## src/oss_regs.vh

```
// oss_regs.vh: constants for the oxygen sensor serial slave and status logic
// assumes inclusion by bare name from the design files
//
// Functional notes
// - after power-on: initialise then warm up; ready low, analog level at 0% point
// - once sensor ready: ready high, analog level follows measured oxygen linearly
// - standby low forces 0% analog level, ready low and heater off
// - serial slave in clock mode 0, transactions framed by host chip select
// - each byte shifts most significant bit first on both data lines
// - fault code returned while host shifts in the first byte
// - first byte: top bit one is write, zero read; low seven bits select word
// - word 0 command read/write, word 1 signed oxygen, word 2 unsigned air ratio
// - device ignores second and third bytes of a read
// - command high byte reserved, read-only, reads zero
// - writing command low byte launches task; reading returns its status
// - command bit 5 set when last air calibration failed
// - writing one to bit 3 saves calibration; cleared when saving finishes
// - bit 0 starts air calibration; cleared on completion, failure sets bit 5
// - heater open 0x14, shorted 0x15, low energy 0x52: readings invalid
// - low supply 0x31, high supply 0x32 warnings: readings stay valid
// - normal 0x00 valid, init 0x01, warm-up/failure 0x41/0x51 invalid
// - invalid readings answer air ratio 0x0000 and oxygen 0x8000
// - read: selector then two fillers; reply fault code, low byte, high byte
`ifndef OSS_REGS_VH
`define OSS_REGS_VH

`define OSS_WORD_CMD      7'h00
`define OSS_WORD_OXY      7'h01
`define OSS_WORD_AIR      7'h02
`define OSS_WRITE_BIT     7
`define OSS_BIT_RUN_CAL   0
`define OSS_BIT_SAVE_CAL  3
`define OSS_BIT_CAL_FAIL  5
`define OSS_CMD_RESET     16'h0000

`define OSS_FC_NORMAL     8'h00
`define OSS_FC_INIT       8'h01
`define OSS_FC_HTR_OPEN   8'h14
`define OSS_FC_HTR_SHORT  8'h15
`define OSS_FC_VLOW       8'h31
`define OSS_FC_VHIGH      8'h32
`define OSS_FC_WARMUP     8'h41
`define OSS_FC_SNS_FAIL   8'h51
`define OSS_FC_NO_ENERGY  8'h52

`define OSS_OXY_INVALID   16'h8000
`define OSS_AIR_INVALID   16'h0000
`define OSS_LEVEL_ZERO    16'h0000
`define OSS_BYTE_SEL      2'd0
`define OSS_BYTE_LOW      2'd1
`define OSS_BYTE_HIGH     2'd2

`endif

```

## src/oss_sync.v

```verilog
// oss_sync.v: two-flop synchroniser for pin inputs
// assumes the input is asynchronous to clock
`timescale 1ns/1ps
module oss_sync #(
	parameter RST_VAL = 1'b0
) (
	input  wire clock,
	input  wire reset,
	input  wire clk_en,
	input  wire d,
	output reg  q
);
	reg meta_q;

	always @(posedge clock) begin
		if (reset) begin
			meta_q <= RST_VAL;
			q      <= RST_VAL;
		end else if (clk_en) begin
			meta_q <= d;
			q      <= meta_q;
		end
	end
endmodule // oss_sync

```

## src/oss_shifter.v

```verilog
// oss_shifter.v: mode 0 byte shifter for the serial slave, msb first
// assumes synchronised clock and chip select levels from the same domain
`timescale 1ns/1ps
`include "oss_regs.vh"
module oss_shifter (
	input  wire       clock,
	input  wire       reset,
	input  wire       clk_en,
	input  wire       sclk_s,
	input  wire       cs_n_s,
	input  wire       mosi_s,
	input  wire [7:0] tx_byte,
	output wire       load_pulse,
	output reg        byte_done,
	output reg  [7:0] rx_byte,
	output reg        miso_q
);
	reg       sclk_q;
	reg [2:0] bit_q;
	reg [7:0] sh_q;
	reg [7:0] rxs_q;
	reg       cs_n_q;
	reg       done_q;
	wire      rise = sclk_s & ~sclk_q;
	wire      fall = ~sclk_s & sclk_q;

	// load at frame start, and one cycle after a finished byte so the
	// owner has already moved on to the next byte to send
	assign load_pulse = (cs_n_q & ~cs_n_s) | done_q;

	always @(posedge clock) begin
		if (reset) begin
			sclk_q    <= 1'b0;
			cs_n_q    <= 1'b1;
			bit_q     <= 3'd0;
			sh_q      <= 8'h00;
			rxs_q     <= 8'h00;
			rx_byte   <= 8'h00;
			byte_done <= 1'b0;
			done_q    <= 1'b0;
			miso_q    <= 1'b0;
		end else if (clk_en) begin
			sclk_q    <= sclk_s;
			cs_n_q    <= cs_n_s;
			byte_done <= 1'b0;
			done_q    <= byte_done;
			if (cs_n_s) begin
				bit_q <= 3'd0;
			end else if (rise) begin
				rxs_q <= {rxs_q[6:0], mosi_s};
				bit_q <= bit_q + 3'd1;
				if (bit_q == 3'd7) begin
					rx_byte   <= {rxs_q[6:0], mosi_s};
					byte_done <= 1'b1;
				end
			end else if (fall && bit_q != 3'd0) begin
				miso_q <= sh_q[7];
				sh_q   <= {sh_q[6:0], 1'b0};
			end
			if (load_pulse) begin
				// first bit must be on the line before the first rising edge
				miso_q <= tx_byte[7];
				sh_q   <= {tx_byte[6:0], 1'b0};
			end
		end
	end
endmodule // oss_shifter

```

## src/oss_slave.v

```verilog
// oss_slave.v: serial slave, command word and status outputs of the oxygen sensor controller
// assumes sensor logic supplies fault code, readings and task completion strobes
`timescale 1ns/1ps
`include "oss_regs.vh"
module oss_slave (
	input  wire        clock,
	input  wire        reset,
	input  wire        clk_en,
	input  wire        sclk,
	input  wire        cs_n,
	input  wire        mosi,
	output wire        miso,
	output wire        miso_oe_n,
	input  wire        standby_n,
	input  wire [7:0]  fault_code,
	input  wire        sensor_ready,
	input  wire [15:0] oxygen_value,
	input  wire [15:0] air_ratio_value,
	input  wire [15:0] oxygen_level,
	input  wire        cal_done,
	input  wire        cal_ok,
	input  wire        save_done,
	output reg         ready_out,
	output reg  [15:0] analog_level_out,
	output reg         heater_en,
	output wire        run_cal_bit,
	output wire        save_cal_bit
);
	////////////////////////////////////////////////////////////////////
	// pin synchronisers
	wire sclk_s;
	wire cs_n_s;
	wire mosi_s;
	wire stby_n_s;

	oss_sync #(.RST_VAL(1'b0)) u_sclk (
		.clock (clock),
		.reset (reset),
		.clk_en(clk_en),
		.d     (sclk),
		.q     (sclk_s)
	);
	oss_sync #(.RST_VAL(1'b1)) u_cs (
		.clock (clock),
		.reset (reset),
		.clk_en(clk_en),
		.d     (cs_n),
		.q     (cs_n_s)
	);
	oss_sync #(.RST_VAL(1'b0)) u_mosi (
		.clock (clock),
		.reset (reset),
		.clk_en(clk_en),
		.d     (mosi),
		.q     (mosi_s)
	);
	oss_sync #(.RST_VAL(1'b1)) u_stby (
		.clock (clock),
		.reset (reset),
		.clk_en(clk_en),
		.d     (standby_n),
		.q     (stby_n_s)
	);

	////////////////////////////////////////////////////////////////////
	// reading validity and word selection
	function valid_fc;
		input [7:0] fc;
		begin
			case (fc)
				`OSS_FC_NORMAL, `OSS_FC_VLOW, `OSS_FC_VHIGH: valid_fc = 1'b1;
				default: valid_fc = 1'b0;
			endcase
		end
	endfunction

	// one-hot byte position within a frame
	localparam [2:0] ST_SEL  = 3'b001;
	localparam [2:0] ST_LOW  = 3'b010;
	localparam [2:0] ST_HIGH = 3'b100;

	reg  [15:0] cmd_q;
	reg  [2:0]  state_q;
	reg  [2:0]  state_d;
	reg         wr_q;
	reg  [6:0]  sel_q;
	reg  [15:0] word_q;
	reg  [15:0] word_d;
	wire        rd_valid = valid_fc(fault_code) & stby_n_s;
	wire        byte_done;
	wire [7:0]  rx_byte;
	wire [6:0]  sel_now = rx_byte[6:0];
	wire        wr_low;
	wire        wr_run;
	wire        wr_save;

	always @* begin
		case (sel_now)
			`OSS_WORD_CMD: word_d = {8'h00, cmd_q[7:0]};
			`OSS_WORD_OXY: word_d = rd_valid ? oxygen_value : `OSS_OXY_INVALID;
			`OSS_WORD_AIR: word_d = rd_valid ? air_ratio_value : `OSS_AIR_INVALID;
			default:       word_d = 16'h0000;
		endcase
	end

	// byte to shift out: fault code first, then low, then high
	reg [7:0] tx_byte;
	always @* begin
		case (state_q)
			ST_SEL:  tx_byte = fault_code;
			ST_LOW:  tx_byte = word_q[7:0];
			ST_HIGH: tx_byte = word_q[15:8];
			default: tx_byte = fault_code;
		endcase
	end

	oss_shifter u_shift (
		.clock     (clock),
		.reset     (reset),
		.clk_en    (clk_en),
		.sclk_s    (sclk_s),
		.cs_n_s    (cs_n_s),
		.mosi_s    (mosi_s),
		.tx_byte   (tx_byte),
		.load_pulse(),
		.byte_done (byte_done),
		.rx_byte   (rx_byte),
		.miso_q    (miso)
	);

	assign miso_oe_n = cs_n_s;

	////////////////////////////////////////////////////////////////////
	// transaction sequencing and command word
	// only byte 1 of a write to the command word reaches the command bits
	assign wr_low  = byte_done && state_q == ST_LOW && wr_q && sel_q == `OSS_WORD_CMD;
	assign wr_run  = wr_low && rx_byte[`OSS_BIT_RUN_CAL];
	assign wr_save = wr_low && rx_byte[`OSS_BIT_SAVE_CAL];

	always @* begin
		state_d = state_q;
		case (state_q)
			ST_SEL: begin
				if (byte_done)
					state_d = ST_LOW;
			end
			ST_LOW: begin
				if (byte_done)
					state_d = ST_HIGH;
			end
			ST_HIGH: begin
				if (byte_done)
					state_d = ST_SEL;
			end
			default: state_d = ST_SEL;
		endcase
		if (cs_n_s)
			state_d = ST_SEL;
	end

	always @(posedge clock) begin
		if (reset) begin
			state_q <= ST_SEL;
			wr_q    <= 1'b0;
			sel_q   <= 7'h00;
			word_q  <= 16'h0000;
		end else if (clk_en) begin
			state_q <= state_d;
			if (byte_done && state_q == ST_SEL && !cs_n_s) begin
				wr_q   <= rx_byte[`OSS_WRITE_BIT];
				sel_q  <= sel_now;
				word_q <= word_d;
			end
		end
	end

	// status bits: hardware completion clears; a new start in the same cycle wins
	always @(posedge clock) begin
		if (reset) begin
			cmd_q <= `OSS_CMD_RESET;
		end else if (clk_en) begin
			if (cal_done && cmd_q[`OSS_BIT_RUN_CAL]) begin
				cmd_q[`OSS_BIT_RUN_CAL]  <= 1'b0;
				cmd_q[`OSS_BIT_CAL_FAIL] <= ~cal_ok;
			end
			if (save_done)
				cmd_q[`OSS_BIT_SAVE_CAL] <= 1'b0;
			if (wr_run) begin
				cmd_q[`OSS_BIT_RUN_CAL]  <= 1'b1;
				cmd_q[`OSS_BIT_CAL_FAIL] <= 1'b0;
			end
			if (wr_save)
				cmd_q[`OSS_BIT_SAVE_CAL] <= 1'b1;
			cmd_q[15:8] <= 8'h00;
		end
	end

	assign run_cal_bit  = cmd_q[`OSS_BIT_RUN_CAL];
	assign save_cal_bit = cmd_q[`OSS_BIT_SAVE_CAL];

	////////////////////////////////////////////////////////////////////
	// ready, analog level and heater
	always @(posedge clock) begin
		if (reset) begin
			ready_out        <= 1'b0;
			analog_level_out <= `OSS_LEVEL_ZERO;
			heater_en        <= 1'b0;
		end else if (clk_en) begin
			heater_en <= stby_n_s;
			if (!stby_n_s || !sensor_ready) begin
				ready_out        <= 1'b0;
				analog_level_out <= `OSS_LEVEL_ZERO;
			end else begin
				ready_out        <= 1'b1;
				analog_level_out <= oxygen_level;
			end
		end
	end
endmodule // oss_slave

```

## config.mk

```make
export PLATFORM = sky130hd
export DESIGN_NAME = oss_slave
export DESIGN_NICKNAME = d
export VERILOG_FILES = /design/src/oss_sync.v /design/src/oss_shifter.v /design/src/oss_slave.v
export VERILOG_INCLUDE_DIRS = /design/src
export SDC_FILE = /design/constraint.sdc
export NUM_CORES = 1
export LEC_CHECK = 0
export BUFFER_PORTS_ARGS = -buffer_cell sky130_fd_sc_hd__buf_2
export CORE_ASPECT_RATIO = 0.5
export CORE_MARGIN = 2
export CORE_UTILIZATION = 45
export DETAILED_ROUTE_END_ITERATION = 10
export GPL_TIMING_DRIVEN = 0
export PLACE_DENSITY = 0.67
export SLEW_MARGIN = 30
export SYNTH_ARGS = -nofsm -noshare
export SYNTH_HDL_FRONTEND = slang
export SYNTH_HIERARCHICAL = 1
export SYNTH_SLANG_ARGS = --single-unit
```

## constraint.sdc

```tcl
create_clock -name clock -period 1.6 [get_ports clock]
set_input_delay 0.08 -clock clock [delete_from_list [all_inputs] [get_ports clock]]
set_output_delay 0.08 -clock clock [all_outputs]
set_load 0.01 [all_outputs]
```

==> impl_metrics.env <==
export IMPL_status="complete, no violations"
export IMPL_drtAntennaViolNets=0
export IMPL_r2r_slack_ps=50
export IMPL_grt_max_degree=15
export IMPL_root_buffer="clkbuf_16"
export IMPL_seq_power_share=0.455
export IMPL_p_per_area_nw_per_um2=988
export IMPL_place_area_um2=4260
export IMPL_nNetsFinal=594
export IMPL_setup_viol=0
export IMPL_routabilityCongestion=0.827
export IMPL_cts_max_level=3
export IMPL_slew_viol_final=0
export IMPL_syn_num_nets=473
export IMPL_hold_start="air_ratio_value[13]"
export IMPL_fp_coreArea_um2=7970
export IMPL_place_ws_ps=-177
export IMPL_ys_flop_type="dfxtp_1"
export IMPL_start_util=0.461
export IMPL_syn_inst=403
export IMPL_synth_area_um2=3680
export IMPL_crit_type="flop to flop"
export IMPL_antenna_found_initial=0
export IMPL_period_minus_slack_ps=1550
export IMPL_switching_share=0.213
export IMPL_drcViolationCount=0
export IMPL_die_area_um2=8950
export IMPL_hold_path_class="input pin to flop"
export IMPL_finalWorstSetupSlack_ps=50.6
export IMPL_die_h_um=67.9
export IMPL_grtUsageTotal=0.211
export IMPL_insertion_delay_ps=340
export IMPL_p_switching_w=0.00103
export IMPL_arrival_ps=1830
export IMPL_drt_total_wl_um=9370
export IMPL_drt_iter0_drc=184
export IMPL_synth_cell_types=45
export IMPL_p_leak_nw=2.01
export IMPL_async_reset_ff_frac=0
export IMPL_cts_tree="done"
export IMPL_ys_seq_area_frac=0.468
export IMPL_gr_total_overflow=0
export IMPL_crit_path_cell_trace="and3b_4 > nand3_4 > and3b_2 > nand2_4 > clkbuf_16 > o21ai_2"
export IMPL_worst_path_max_fanout=8
export IMPL_worstSetupStartpointType="flop"
export IMPL_min_to="word_q[13]"
export IMPL_synth_seq_cells=86
export IMPL_share_comb_of_total_power=0.075
export IMPL_timing_hold_violations_final=0
export IMPL_r2r_end="word_q[12]"
export IMPL_via_count=3340
export IMPL_crit_required_ps=1880
export IMPL_grt_pass1_wl_um=14700
export IMPL_clock_sinks=86
export IMPL_layout_drive_gt1_share=0.291
export IMPL_wire_per_inst_um=14.6
export IMPL_rr_worst_depth=6
export IMPL_synth_edf_count=0
export IMPL_port_buffers=88
export IMPL_power_internal_w=0.00382
export IMPL_irDropWorstVdd_v=0.000551
export IMPL_fin_cells=641
export IMPL_endpoint_kind="flop"
export IMPL_fill_cells=700
export IMPL_cts_clk_slew_worst_paths_ps=60
export IMPL_place_inst=603
export IMPL_area_growth_pct=33.7
export IMPL_tightest_slew_ps=580
export IMPL_die_w_um=132
export IMPL_finClkSkew_ps=5.78
export IMPL_max_freq_ghz=0.645
export IMPL_first_pass_iters=4
export IMPL_min_path_cells=3
export IMPL_rows=23
export IMPL_clk_path_buf_depth=2
export IMPL_cts_inserted_buffers=9
export IMPL_maxCapViolations=0
export IMPL_n_antenna_cell=0
export IMPL_routed_via_density=5.21
export IMPL_max_stage_delay_ps=340
export IMPL_io_pins=89
export IMPL_synth_warnings=6
export IMPL_slowest_stage="dfxtp_2"
export IMPL_grt_pass1_vias=2950
export IMPL_period_share=0.968
export IMPL_synth_area_per_cell_um2=9.12
export IMPL_timing_rr_start="state_q[2]"
export IMPL_relSlewSlack=0.613
export IMPL_fin_area_um2=4910
export IMPL_clkPwrFrac=0.470
export IMPL_dp_hpwl_um=6260
-- cell usage after synthesis, types with 7 or more instances --
cell type / n / area (um2)
dfxtp_1: 86 / 1720
nand2_1: 46 / 173
nor2_1: 43 / 161
a22oi_1: 37 / 278
a21oi_1: 22 / 110
mux2i_1: 22 / 220
clkbuf_1: 17 / 63.8
o22a_1: 16 / 140
nand3_1: 11 / 55.1
o21ai_0: 11 / 55.1
a211oi_1: 10 / 75.1
nor3_1: 9 / 45.0
nor2b_1: 8 / 50.1
o21ai_2: 7 / 61.3
-- metrics by stage --
step           total power, W  utilization  hold slack (ps)  TNS, ps
6_report              0.00485        0.616             9.35        0
5_1_grt               0.00504        0.616             21.2    -47.7
4_1_cts               0.00489        0.604             6.01        0
3_5_place_dp          0.00257        0.534              287    -2870
3_3_place_gp          0.00257        0.534              285    -2820
2_1_floorplan         0.00242            -              152        0
-- cell families (layout without fill, tap and decap cells) --
family,after synthesis,count (layout),synth area share
buf+inv,30,156,0.0408
xor+xnor,1,1,0.00238
simple gates,144,144,0.189
mux,22,22,0.0599
compound gates,117,117,0.229
fa+ha+maj,3,3,0.0102
flops,86,86,0.468
-- how the worst max path moves through the flow --
stage	startpoint	endpoint	slack [ps]	cells past startpoint
after floorplan	state_q[1]	u_shift/sh_q[7]	130	6
after global placement	state_q[1]	u_shift/miso_q	-190	6
after detailed placement	state_q[1]	u_shift/miso_q	-180	6
after CTS	u_cs/q	word_q[9]	0.8	6
after global routing	state_q[2]	word_q[12]	-10	6
final	state_q[2]	word_q[12]	50	6
-- worst max-delay path: cells and delay by family (launching register included) --
kind                   cells  cell delay, ps
AO/OA/AOI/OAI              1             110
AND/OR/NAND/NOR            4             830
flip-flops                 1             340
buffers and inverters      1             200
-- placed cells by master (no fill, tap or decap), types with 5 or more instances in the layout --
| cell | synthesis | routed |
|---|---|---|
| o21ai_2 | 7 | 7 |
| o21ai_0 | 11 | 11 |
| a22oi_1 | 37 | 37 |
| nand3_1 | 11 | 11 |
| buf_4 | 5 | 7 |
| o22a_1 | 16 | 16 |
| dlygate4sd3_1 | 0 | 21 |
| dfxtp_1 | 86 | 82 |
| a211oi_1 | 10 | 8 |
| clkbuf_2 | 0 | 5 |
| clkbuf_1 | 17 | 9 |
| nor3_1 | 9 | 9 |
| buf_2 | 3 | 91 |
| a21oi_1 | 22 | 22 |
| nor2b_1 | 8 | 8 |
| mux2i_1 | 22 | 22 |
| nor2_1 | 43 | 42 |
| clkbuf_16 | 0 | 10 |
| nand2_1 | 46 | 46 |
-- sequential cells by signal, indices dropped and copies added (netlist names), 3 cells and up --
name and count:
u_shift/rxs_q 7, sel_q 7, cmd_q 3, state_q 3, word_q 16, u_shift/bit_q 3
u_shift/sh_q 7, u_shift/rx_byte 8, analog_level_out 16
-- power groups by stage --
stage	Combinational, W	Clock, W	Sequential [W]
global route	0.000399	0.00242	0.00221
detailed placement	0.000317	0	0.00226
global placement	0.000315	0	0.00226
floorplan	0.000157	0	0.00226
finish	0.000363	0.00228	0.00221
CTS	0.000359	0.00232	0.00221
-- metal layers --
layer | vias to the layer above | global-route usage | part of all wire
met5 | - | 0 | 0
met4 | 0 | 0.0639 | 0.0085
met1 | 1547 | 0.287 | 0.51
met3 | 10 | 0.0607 | 0.050
li1 | 1696 | - | -
met2 | 87 | 0.330 | 0.43
-- layout make-up --
cell class | instances | area (um2) | share of cell area
plain buffers | 25 | 154 | 0.0313
multi-input cells | 287 | 1860 | 0.378
clock inverters | 5 | 81.3 | 0.0166
well taps | 112 | 140 | 0.0285
flip-flops and latches | 86 | 1730 | 0.351
repair buffers | 112 | 691 | 0.141
clock buffers | 11 | 253 | 0.0514
inverters | 3 | 11.3 | 0.00229
-- timing repair --
action	4_1_cts	5_1_grt
gates resized for setup	8	20
setup buffers	0	2
endpoints found under the hold margin	21	0
pin swaps	1	6
hold buffers	21	0
endpoints found under the setup margin	18	33
gates cloned	0	1
(Power assumes the default switching activity.)
